$ cat src/include/uish_pkg.sv
// Register map, field positions and reset values of the interrupt/status/holding block
package uish_pkg;
	// Word byte offsets (register offsets chosen for this block)
	localparam logic [7:0] OFS_CTRL   = 8'h00;
	localparam logic [7:0] OFS_IEN    = 8'h08;
	localparam logic [7:0] OFS_IDIS   = 8'h0C;
	localparam logic [7:0] OFS_IMASK  = 8'h10;
	localparam logic [7:0] OFS_STATUS = 8'h14;
	localparam logic [7:0] OFS_RXHOLD = 8'h18;
	localparam logic [7:0] OFS_TXHOLD = 8'h1C;
	// Status and mask bit positions
	localparam int B_RX_CHAR_AVAILABLE = 0;
	localparam int B_TX_HOLDING_FREE = 1;
	localparam int B_BRK   = 2;
	localparam int B_RXDMA = 3;
	localparam int B_TXDMA = 4;
	localparam int B_OVR   = 5;
	localparam int B_FRM   = 6;
	localparam int B_PAR   = 7;
	localparam int B_TMO   = 8;
	localparam int B_TXE   = 9;
	localparam int B_MDM   = 10;
	localparam int NSRC    = 11;
	localparam int CHW     = 9;
	// Control command bit positions
	localparam int C_RSTRX  = 2;
	localparam int C_RSTTX  = 3;
	localparam int C_RXEN   = 4;
	localparam int C_RXDIS  = 5;
	localparam int C_TXEN   = 6;
	localparam int C_TXDIS  = 7;
	localparam int C_CLRSTA = 8;
	localparam int C_STTBRK = 9;
	localparam int C_STPBRK = 10;
	localparam int C_STTTO  = 11;
	// Reset values
	localparam logic [NSRC-1:0] MASK_RST   = 11'h000;
	localparam logic [NSRC-1:0] STATUS_RST = 11'h018;
endpackage : uish_pkg

$ cat src/core/uish_top.sv
// Interrupt mask, channel status and character holding registers of a serial channel
//
// Added by the designer: the Wishbone register port and the register addresses.
`timescale 1ns/1ps
module uish_top (
	input  wire logic        clk_i,
	input  wire logic        rst_i,
	// Classic Wishbone slave
	input  wire logic        wb_cyc_i,
	input  wire logic        wb_stb_i,
	input  wire logic        wb_we_i,
	input  wire logic [7:0]  wb_adr_i,
	input  wire logic [3:0]  wb_sel_i,
	input  wire logic [31:0] wb_dat_i,
	output logic      [31:0] wb_dat_o,
	output logic             wb_ack_o,
	output logic             wb_err_o,
	// Receiver side events, one-cycle pulses from same-clock logic; timeout_zero_i is a level
	input  wire logic        rx_char_valid_i,
	input  wire logic [8:0]  rx_char_i,
	input  wire logic        rx_frame_err_i,
	input  wire logic        rx_parity_err_i,
	input  wire logic        rx_break_evt_i,
	input  wire logic        rx_timeout_evt_i,
	input  wire logic        timeout_zero_i,
	input  wire logic        modem_delta_i,
	// DMA end-of-transfer levels
	input  wire logic        rx_dma_done_i,
	input  wire logic        tx_dma_done_i,
	// Transmit shifter handshake
	output logic             tx_char_valid_o,
	output logic      [8:0]  char_to_send_o,
	input  wire logic        tx_shift_ready_i,
	input  wire logic        tx_shift_busy_i,
	input  wire logic        tx_break_active_i,
	// Enable levels, commands to the serial engine and interrupt level; break stop and timeout start are one-cycle pulses
	output logic             rx_enabled_o,
	output logic             tx_enabled_o,
	output logic             break_start_o,
	output logic             break_stop_o,
	output logic             timeout_start_o,
	output logic             irq_o
);
	logic [uish_pkg::NSRC-1:0] mask_r;
	logic                      rx_char_available_r;
	logic                      brk_r;
	logic                      ovr_r;
	logic                      frm_r;
	logic                      par_r;
	logic                      tmo_r;
	logic                      mdm_r;
	logic                      rx_take;
	logic                      tmo_restart;
	logic [uish_pkg::NSRC-1:0] status;
	logic [uish_pkg::CHW-1:0]  rx_hold_r;
	logic [uish_pkg::CHW-1:0]  tx_hold_r;
	logic                      tx_full_r;
	logic                      brk_pend_r;
	logic                      rx_en_r;
	logic                      tx_en_r;
	logic                      ack_r;
	logic                      req;
	logic                      wr;
	logic                      rd;
	logic                      mapped;
	logic [31:0]               rd_nxt;
	logic                      cmd_wr;
	logic                      clr_sta;
	logic                      rx_off;
	logic                      tx_off;
	logic                      tx_on;
	logic                      rhr_rd;
	logic                      thr_wr;
	logic                      tx_take;

	// Address match against one register offset; byte lanes are ignored,
	// so every access is treated as a full word
	function automatic logic hit(input logic [7:0] a, input logic [7:0] ofs);
		return a == ofs;
	endfunction

	// Sticky flag next value: a set in the clearing cycle survives, so no
	// event is lost when software clears at the wrong moment
	function automatic logic keep_or_set(input logic set, input logic cur, input logic clr);
		return set || (cur && !clr);
	endfunction

	// Bus decode; ack one cycle after strobe, dropped the next cycle
	assign req     = wb_cyc_i && wb_stb_i && !ack_r && !wb_err_o;
	assign wr      = req && wb_we_i;
	assign rd      = req && !wb_we_i;
	assign mapped  = hit(wb_adr_i, uish_pkg::OFS_CTRL) || hit(wb_adr_i, uish_pkg::OFS_IEN)
		|| hit(wb_adr_i, uish_pkg::OFS_IDIS) || hit(wb_adr_i, uish_pkg::OFS_IMASK)
		|| hit(wb_adr_i, uish_pkg::OFS_STATUS) || hit(wb_adr_i, uish_pkg::OFS_RXHOLD)
		|| hit(wb_adr_i, uish_pkg::OFS_TXHOLD);
	assign cmd_wr  = wr && hit(wb_adr_i, uish_pkg::OFS_CTRL);
	assign clr_sta = cmd_wr && wb_dat_i[uish_pkg::C_CLRSTA];
	assign rx_off  = cmd_wr && (wb_dat_i[uish_pkg::C_RXDIS] || wb_dat_i[uish_pkg::C_RSTRX]);
	assign tx_off  = cmd_wr && (wb_dat_i[uish_pkg::C_TXDIS] || wb_dat_i[uish_pkg::C_RSTTX]);
	assign tx_on   = cmd_wr && wb_dat_i[uish_pkg::C_TXEN] && !tx_off;
	assign rhr_rd  = rd && hit(wb_adr_i, uish_pkg::OFS_RXHOLD);
	assign thr_wr  = wr && hit(wb_adr_i, uish_pkg::OFS_TXHOLD) && tx_en_r;
	assign tx_take = tx_full_r && tx_shift_ready_i;
	assign rx_take = rx_char_valid_i && rx_en_r;
	assign tmo_restart = cmd_wr && wb_dat_i[uish_pkg::C_STTTO];

	// Ack strobe; the master keeps cyc and stb up, so ack_r masks a retake
	always_ff @(posedge clk_i) begin
		if (rst_i) begin
			ack_r <= 1'b0;
		end else begin
			ack_r <= req && mapped;
		end
	end
	assign wb_ack_o = ack_r;

	// Error strobe for holes in the map; it also masks a retake of the request
	always_ff @(posedge clk_i) begin
		if (rst_i) begin
			wb_err_o <= 1'b0;
		end else begin
			wb_err_o <= req && !mapped;
		end
	end

	// Mask set/clear; a one in both enable and disable writes is impossible per cycle
	always_ff @(posedge clk_i) begin
		if (rst_i) begin
			mask_r <= uish_pkg::MASK_RST;
		end else if (wr && hit(wb_adr_i, uish_pkg::OFS_IEN)) begin
			mask_r <= mask_r | wb_dat_i[uish_pkg::NSRC-1:0];
		end else if (wr && hit(wb_adr_i, uish_pkg::OFS_IDIS)) begin
			mask_r <= mask_r & ~wb_dat_i[uish_pkg::NSRC-1:0];
		end
	end

	// Receiver enable state; disable wins over enable in one write
	always_ff @(posedge clk_i) begin
		if (rst_i) begin
			rx_en_r <= 1'b0;
		end else if (rx_off) begin
			rx_en_r <= 1'b0;
		end else if (cmd_wr && wb_dat_i[uish_pkg::C_RXEN]) begin
			rx_en_r <= 1'b1;
		end
	end

	// Transmitter enable state; enabling raises both tx flags at once when the shifter is idle and no break is pending or active
	always_ff @(posedge clk_i) begin
		if (rst_i) begin
			tx_en_r <= 1'b0;
		end else if (tx_off) begin
			tx_en_r <= 1'b0;
		end else if (tx_on) begin
			tx_en_r <= 1'b1;
		end
	end

	// Receive holding register; a disabled receiver drops incoming chars
	always_ff @(posedge clk_i) begin
		if (rst_i) begin
			rx_hold_r <= '0;
		end else if (rx_take && !rx_off) begin
			rx_hold_r <= rx_char_i;
		end
	end

	// Rx ready; disable clears it, new char wins over a same-cycle read
	always_ff @(posedge clk_i) begin
		if (rst_i) begin
			rx_char_available_r <= 1'b0;
		end else if (rx_off) begin
			rx_char_available_r <= 1'b0;
		end else if (rx_take) begin
			rx_char_available_r <= 1'b1;
		end else if (rhr_rd) begin
			rx_char_available_r <= 1'b0;
		end
	end

	// Break seen flag, sticky until clear-status
	always_ff @(posedge clk_i) begin
		if (rst_i) begin
			brk_r <= 1'b0;
		end else begin
			brk_r <= keep_or_set(rx_break_evt_i, brk_r, clr_sta);
		end
	end

	// Overrun; a read in the landing cycle frees the slot, so no overrun
	always_ff @(posedge clk_i) begin
		if (rst_i) begin
			ovr_r <= 1'b0;
		end else begin
			ovr_r <= keep_or_set(rx_take && rx_char_available_r && !rhr_rd, ovr_r, clr_sta);
		end
	end

	// Framing error flag, sticky until clear-status
	always_ff @(posedge clk_i) begin
		if (rst_i) begin
			frm_r <= 1'b0;
		end else begin
			frm_r <= keep_or_set(rx_frame_err_i, frm_r, clr_sta);
		end
	end

	// Parity error flag, sticky until clear-status
	always_ff @(posedge clk_i) begin
		if (rst_i) begin
			par_r <= 1'b0;
		end else begin
			par_r <= keep_or_set(rx_parity_err_i, par_r, clr_sta);
		end
	end

	// Modem change flag; clear-status clears it as well
	always_ff @(posedge clk_i) begin
		if (rst_i) begin
			mdm_r <= 1'b0;
		end else begin
			mdm_r <= keep_or_set(modem_delta_i, mdm_r, clr_sta);
		end
	end

	// Timeout flag: expiry sets it, restart clears it, zero value forces zero
	always_ff @(posedge clk_i) begin
		if (rst_i) begin
			tmo_r <= 1'b0;
		end else if (rx_timeout_evt_i && !timeout_zero_i) begin
			tmo_r <= 1'b1;
		end else if (tmo_restart || timeout_zero_i) begin
			tmo_r <= 1'b0;
		end
	end

	// Transmit holding; handed to the shifter only when it is ready
	always_ff @(posedge clk_i) begin
		if (rst_i || tx_off) begin
			tx_full_r <= 1'b0;
			tx_hold_r <= '0;
		end else if (thr_wr) begin
			tx_full_r <= 1'b1;
			tx_hold_r <= wb_dat_i[uish_pkg::CHW-1:0];
		end else if (tx_take) begin
			tx_full_r <= 1'b0;
		end
	end
	assign tx_char_valid_o = tx_full_r;
	assign char_to_send_o  = tx_hold_r;

	// Break request waits for the shifter to drain
	always_ff @(posedge clk_i) begin
		if (rst_i || tx_off) begin
			brk_pend_r <= 1'b0;
		end else if (cmd_wr && wb_dat_i[uish_pkg::C_STTBRK] && !tx_break_active_i) begin
			brk_pend_r <= 1'b1;
		end else if (tx_break_active_i) begin
			brk_pend_r <= 1'b0;
		end
	end

	// Live status view; reset value follows from disabled transmitter and
	// idle DMA ends, so the read shows STATUS_RST when DMA end signals idle high
	always_comb begin
		status                      = '0;
		status[uish_pkg::B_RX_CHAR_AVAILABLE]   = rx_char_available_r;
		status[uish_pkg::B_BRK]     = brk_r;
		status[uish_pkg::B_OVR]     = ovr_r;
		status[uish_pkg::B_FRM]     = frm_r;
		status[uish_pkg::B_PAR]     = par_r;
		status[uish_pkg::B_TMO]     = tmo_r;
		status[uish_pkg::B_MDM]     = mdm_r;
		status[uish_pkg::B_TX_HOLDING_FREE]   = tx_en_r && !tx_full_r && !brk_pend_r;
		status[uish_pkg::B_TXE]     = tx_en_r && !tx_full_r && !tx_shift_busy_i
			&& !tx_break_active_i && !brk_pend_r;
		status[uish_pkg::B_RXDMA]   = rx_dma_done_i;
		status[uish_pkg::B_TXDMA]   = tx_dma_done_i;
	end

	// Registered read data; write-only and command words read zero
	always_comb begin
		rd_nxt = 32'h0000_0000;
		if (hit(wb_adr_i, uish_pkg::OFS_IMASK)) begin
			rd_nxt[uish_pkg::NSRC-1:0] = mask_r;
		end else if (hit(wb_adr_i, uish_pkg::OFS_STATUS)) begin
			rd_nxt[uish_pkg::NSRC-1:0] = status;
		end else if (hit(wb_adr_i, uish_pkg::OFS_RXHOLD)) begin
			rd_nxt[uish_pkg::CHW-1:0] = rx_hold_r;
		end
	end

	always_ff @(posedge clk_i) begin
		if (rst_i) begin
			wb_dat_o <= 32'h0000_0000;
		end else if (rd) begin
			wb_dat_o <= rd_nxt;
		end
	end

	// Commands to the serial engine; break start waits for holding and shifter
	always_ff @(posedge clk_i) begin
		if (rst_i) begin
			break_start_o   <= 1'b0;
			break_stop_o    <= 1'b0;
			timeout_start_o <= 1'b0;
		end else begin
			break_start_o   <= brk_pend_r && !tx_full_r && !tx_shift_busy_i;
			break_stop_o    <= cmd_wr && wb_dat_i[uish_pkg::C_STPBRK];
			timeout_start_o <= tmo_restart;
		end
	end

	// Interrupt level, registered so it never glitches; one cycle behind status
	always_ff @(posedge clk_i) begin
		if (rst_i) begin
			irq_o <= 1'b0;
		end else begin
			irq_o <= |(status & mask_r);
		end
	end
	assign rx_enabled_o = rx_en_r;
	assign tx_enabled_o = tx_en_r;

	// Byte lanes are not decoded: partial writes act as full-word writes
	logic unused_ok;
	assign unused_ok = |wb_sel_i;
endmodule // uish_top

$ cat config.mk
export PLATFORM = sky130hd
export DESIGN_NAME = uish_top
export DESIGN_NICKNAME = d
export VERILOG_FILES = /design/src/include/uish_pkg.sv /design/src/core/uish_top.sv
export SDC_FILE = /design/constraint.sdc
export NUM_CORES = 1
export LEC_CHECK = 0
export BUFFER_PORTS_ARGS = -buffer_cell sky130_fd_sc_hd__buf_2
export CAP_MARGIN = 10
export CORE_MARGIN = 2
export CORE_UTILIZATION = 45
export DETAILED_ROUTE_END_ITERATION = 8
export MAX_ROUTING_LAYER = met4
export PLACE_DENSITY = 0.88
export SLEW_MARGIN = 5
export SYNTH_ARGS = -nofsm -noshare
export SYNTH_HDL_FRONTEND = slang
export SYNTH_SLANG_ARGS = --single-unit
$ cat constraint.sdc
create_clock -name clk_i -period 4.2 [get_ports clk_i]
set_input_delay 0.21 -clock clk_i [delete_from_list [all_inputs] [get_ports clk_i]]
set_output_delay 0.21 -clock clk_i [all_outputs]
set_load 0.02 [all_outputs]
==> metrics.csv, run 1 <==
stage,metric,value,unit
power,worst_ir_drop_vdd,185,uV
clocking,postCtsSetupRepairBufs,0,
critical_path,ff2ff_path_depth,4,
critical_path,worstSetupEndpointType,flip-flop,
timing,rsz0062_at_grt,no,
global_routing,grt.overflow.total,0,
layout,final_util,54.4,%
power,seq_power_share,47.7,%
die,placeableCoreArea,5850,sq um
power,p_sw_share,24.9,%
critical_path,path_class,flip-flop to flip-flop,
timing,worst_pin_slew,851,ps
logic_synthesis,ys_types,44,
clocking,cts.sinks,57,
power,leakagePower,1.38,nW
power,p_sw,0.000287,W
logic_synthesis,syn_area_per_cell,8.93,sq um
logic_synthesis,yosysWarnings,0,
layout,area_delta_synth_final,18.7,%
timing,layout_setup_ws,1910,ps
critical_path,critPathLaunchType,flip-flop,
layout,layout.nets,437,
logic_synthesis,synth_area_leaders,"dfxtp_1 43%, mux2i_1 7.5%, buf_4 6.2%, nand2b_1 5.6%, a21oi_1 4.3%",
routing,ant_nets,0,
global_routing,grt_max_degree,53,
clocking,cts_resized,0,
clocking,cts.htree.levels,3,
die,rows,28,
routing,drcViolationCount,0,
critical_path,critPathMaxFanout,14,
place,portBuffers,74,
logic_synthesis,synth_area,2680,sq um
clocking,numCtsBuffers,9,
global_routing,track_usage,21.0,%
timing,hold_viol_final,0,
logic_synthesis,synth_ff_type,dfxtp_1,
run,drv_cap,0,
hold_path,holdPathStages,2,
layout,nFillCells,539,
timing,setup-violations-final,0,
hold_path,hold_class,primary input to flip-flop,
power,cell_internal_pwr,0.000865,W
clocking,clockBufferDepth,2,
power,finalPower,0.00115,W
clocking,cts_tree,yes,
logic_synthesis,synth.most_common_cell,dfxtp_1,
timing,fin_worst_skew,7.31,ps
power,p_per_area,362,nW/um^2
timing,slew_headroom,42.8,%
timing,slew_violations,0,
timing,finalSetupTns,0,ps
clocking,insertion_delay,330,ps
routing,avgRoutedWirePerCell,14.3,microns
critical_path,cp.required,4370,ps
clocking,root_buffer,clkbuf_8,
die,initial_core_util,45.8,%
global_routing,grt_pass1_wl,10000,microns
place,pre_cts_ws,1890,ps
logic_synthesis,ys_ff_latch,57,
place,hpwlAfterDp,4700,microns
timing,period_share,54.5,%
logic_synthesis,synthDominantCellAreaShare,42.6,%
clocking,ctsHoldBuffers,0,
timing,post-route-min-period,2290,ps
power,p_comb_share,8.3,%
logic_synthesis,ys_seq_area_share,42.6,%
die,fp.dieW,81.2,microns
routing,drt-vias-per-instance,5.41,
place,post_dp_cell_area,2980,sq um
layout,multiInputGateArea,1320,sq um
routing,dr_total_vias,2419,
layout,final_layout_size_suffix_gt1_share,25.8,%
die,chipHeight,81.2,microns
layout,seq_area,1140,sq um
logic_synthesis,yosysTopAreaCell,dfxtp_1,
die,io_pins,120,
critical_path,cp_data_arrival_time,2460,ps
routing,first_iter_violations,242,
die,die-area,6590,sq um
global_routing,antenna_found_initial,0,
layout,insertedDiodeCount,0,
logic_synthesis,netlist_top_cells_count,"57 x dfxtp_1, 26 x nor2_1, 24 x nand2b_1, 23 x a21oi_1, 22 x buf_4",
clocking,path_clk_slew,60,ps
global_routing,grt_pass1_vias,2207,
logic_synthesis,synth_edf_count,0,
power,p_clk_share,44.0,%
outcome,status,"complete, no violations",
layout,stdcell_area,3180,sq um
logic_synthesis,syn_inst,300,
routing,firstDrtPassIters,5,
routing,routed_wl,6390,microns
place,gp_congestion,0.891,
timing,max_freq,0.437,GHz
logic_synthesis,async_reset_ff_share,0,%
-- placed cells by master, fill, tap and decap left out, types with 2 or more instances in the layout --
cell type and count:
buf_2 74, dfxtp_1 57, nor2_1 26, nand2b_1 24, a21oi_1 23, conb_1 21, mux2i_1 20, a31oi_1 14
inv_1 13, nand2_1 12, a311oi_1 11, clkbuf_8 10, o31ai_1 9, nor3b_1 6, nor3_1 4, nand3_1 4
o22ai_1 4, and2_1 3, or2_2 2, nand4_1 2, o21ai_0 2, a211oi_1 2, nor4_1 2, a221oi_1 2
a22oi_1 2, clkinvlp_4 2, clkinv_2 2
-- final cells by class --
type,instances,share of cell area (%)
multi-input cells,210,41.5
flip-flops and latches,57,35.9
repair buffers,75,11.9
clock buffers,11,4.45
well taps,75,2.95
clock inverters,5,1.73
inverters,14,1.65
-- per-stage QoR --
stage | hold slack [ps] | cells
after floorplan | 288 | 320
after global placement | 374 | 431
after detailed placement | 380 | 431
after CTS | 29.9 | 447
after global routing | 32.0 | 447
final | 38.2 | 447
-- routing by layer --
metal	part of all wire, %	global-route usage [%]	vias to the layer above
li1	-	-	1171
met1	42	26.5	1115
met2	47	31.5	120
met3	8.2	4.89	13
met4	1.9	10.5	0
met5	0	-	-
-- path summary, 6_finish.rpt --
kind                                   end                     start  slack [ps]
setup / recovery                 flip-flop       wb_err_o$_SDFF_PP0_        1910
hold / removal          tmo_r$_SDFFE_PP0P_            timeout_zero_i          40
setup reg to reg                 flip-flop       wb_err_o$_SDFF_PP0_        1910
hold reg to reg   wb_dat_o[5]$_SDFFE_PP0N_  wb_dat_o[5]$_SDFFE_PP0N_         450
-- worst max-delay path, stage by stage, from the launching register on --
cell       delay (ps)
dfxtp_1           320
nand4bb_1         440
nor4_4            730
and2_1            470
a311oi_1          160
-- power groups by stage --
stage | combinational [W] | sequential, W | clock [W]
2_1_floorplan | 0.0000753 | 0.000560 | 0
3_3_place_gp | 0.0000927 | 0.000561 | 0
3_5_place_dp | 0.0000946 | 0.000561 | 0
4_1_cts | 0.0000948 | 0.000549 | 0.000514
5_1_grt | 0.000106 | 0.000549 | 0.000541
6_report | 0.0000956 | 0.000549 | 0.000507
-- cell families (layout without fill, tap and decap cells) --
kind of cell,Yosys count,in the layout,synth area share (%)
muxes,20,20,7.47
other,1,21,0.140
and+or+nand+nor,95,95,20.0
buffers and inverters,53,105,11.0
AOI/OAI and AO/OA,74,74,18.8
DFF,57,57,42.6
(Power assumes the default switching activity.)
==> inputs of run 2 (changes only) <==
Clock period 4.2 ns to 2.29 ns, I/O delays scaled along.
==> run 2 against run 1 <==
  * Fmax is 18% higher
  * Highest routed layer unchanged
  * Core utilization is 1.4 points higher
  * Critical path type unchanged
  * Largest cell class unchanged
  * Sequential share of layout area is 0.91 points lower
  * Hold slack worse by 13 ps
  * Sequential cell count stayed put
==> metrics.csv, run 2 (synthesis results as in run 1) <==
stage,metric,value,unit
timing,finalSetupTns,0,ps
place,hpwlAfterDp,4770,microns
clocking,insertion_delay,330,ps
layout,layout.nets,447,
timing,max_freq,0.514,GHz
critical_path,path_class,flip-flop to flip-flop,
die,rows,28,
routing,dr_total_vias,2411,
run,drv_cap,0,
die,die-area,6590,sq um
die,io_pins,120,
clocking,clockBufferDepth,2,
die,fp.dieW,81.2,microns
critical_path,critPathMaxFanout,12,
clocking,numCtsBuffers,9,
global_routing,grt_pass1_wl,10500,microns
critical_path,r2r_end,char_to_send_o[3]$_SDFFE_PP0P_,
critical_path,cp.required,2490,ps
clocking,path_clk_slew,60,ps
layout,area_delta_synth_final,21.8,%
routing,routed_wl,6500,microns
layout,final_cells,457,
clocking,postCtsSetupRepairBufs,0,
clocking,cts.sinks,57,
layout,final_common_cell,buf_2,
clocking,cts_resized,0,
routing,firstDrtPassIters,4,
timing,slew_violations,0,
hold_path,holdPathStages,2,
critical_path,cp_data_arrival_time,2150,ps
timing,rsz0062_at_grt,no,
layout,final_util,55.8,%
die,initial_core_util,45.8,%
place,portBuffers,74,
outcome,status,"complete, no violations",
critical_path,critPathSlowestCell,or4_4,
layout,insertedDiodeCount,0,
global_routing,grt_pass1_vias,2244,
timing,setup-violations-final,0,
critical_path,r2r_start,wb_err_o$_SDFF_PP0_,
critical_path,slowest_delay,660,ps
routing,drcViolationCount,0,
global_routing,track_usage,21.6,%
hold_path,min-delay-start,wb_dat_i[10],
critical_path,reg2reg_slack,340,ps
critical_path,path_cells,nand4bb_1 > or4_4 > o21bai_4 > nor2_1,
layout,stdcell_area,3260,sq um
critical_path,critPathLaunchType,flip-flop,
timing,worst_pin_slew,624,ps
routing,first_iter_violations,313,
routing,drt-vias-per-instance,5.28,
power,leakagePower,1.43,nW
place,gp_congestion,0.896,
layout,final_layout_size_suffix_gt1_share,27.0,%
timing,slew_headroom,57.8,%
place,post_dp_cell_area,3040,sq um
critical_path,worstSetupEndpointType,flip-flop,
layout,multiInputGateArea,1320,sq um
global_routing,antenna_found_initial,0,
clocking,root_buffer,clkbuf_8,
critical_path,ff2ff_path_depth,4,
timing,fin_worst_skew,7.54,ps
timing,whs,25.2,ps
die,placeableCoreArea,5850,sq um
routing,avgRoutedWirePerCell,14.2,microns
layout,final_cell_mix,"74 x buf_2, 57 x dfxtp_1, 26 x nor2_1, 24 x nand2b_1, 23 x a21oi_1",
power,worst_ir_drop_vdd,265,uV
global_routing,grt.overflow.total,0,
layout,nFillCells,535,
timing,post-route-min-period,1950,ps
routing,ant_nets,0,
clocking,ctsHoldBuffers,3,
clocking,cts.htree.levels,3,
clocking,cts_tree,yes,
die,chipHeight,81.2,microns
layout,seq_area,1140,sq um
place,placed_cells,438,
timing,period_share,85.0,%
timing,hold_viol_final,0,
hold_path,hold_class,primary input to flip-flop,
power,p_per_area,650,nW/um^2
global_routing,grt_max_degree,41,
-- run 2: through the flow --
step | worst slack [ps] | total power, W
2_1_floorplan | 609 | 0.00117
3_5_place_dp | 366 | 0.00121
4_1_cts | 363 | 0.00214
6_report | 343 | 0.00212
5_1_grt | 205 | 0.00221
3_3_place_gp | 402 | 0.00120
-- run 2: worst max-delay path: cells and delay by family, from the launching register on --
family	cells	cell delay (ps)
simple gates	3	1200
compound gates	1	300
flops	1	320
-- run 2: report_power, final --
part	switching, W	internal, W	leakage (nW)
clock	0.000398	0.000528	0.0953
sequential	0.00000711	0.00100	0.461
combinational	0.000120	0.0000664	0.875
-- run 2: worst max path at each step --
| stage | startpoint | cells after the start | slack, ps | to |
|---|---|---|---|---|
| floorplan | wb_err_o$_SDFF_PP0_ | 6 | 610 | char_to_send_o[0]$_SDFFE_PP0P_ |
| global placement | wb_err_o$_SDFF_PP0_ | 4 | 400 | brk_pend_r$_SDFFE_PP0P_ |
| detailed placement | wb_err_o$_SDFF_PP0_ | 4 | 370 | char_to_send_o[3]$_SDFFE_PP0P_ |
| CTS | wb_err_o$_SDFF_PP0_ | 4 | 360 | char_to_send_o[3]$_SDFFE_PP0P_ |
| global route | wb_err_o$_SDFF_PP0_ | 4 | 200 | wb_dat_o[0]$_SDFFE_PP0N_ |
| finish | wb_err_o$_SDFF_PP0_ | 4 | 340 | char_to_send_o[3]$_SDFFE_PP0P_ |
-- run 2: cell type report --
| class | instances | area share (%) |
|---|---|---|
| clock inverters | 5 | 1.69 |
| flip-flops and latches | 57 | 35.0 |
| clock buffers | 11 | 4.33 |
| multi-input cells | 210 | 40.4 |
| inverters | 14 | 1.61 |
| repair buffers | 85 | 14.1 |
| well taps | 75 | 2.88 |
-- run 2: routing by layer --
layer  GRT usage, %  wire length [microns]
met1           28.0                   2840
met2           33.0                   3100
met3           5.22                    502
met4           7.46                     66
met5              -                      0
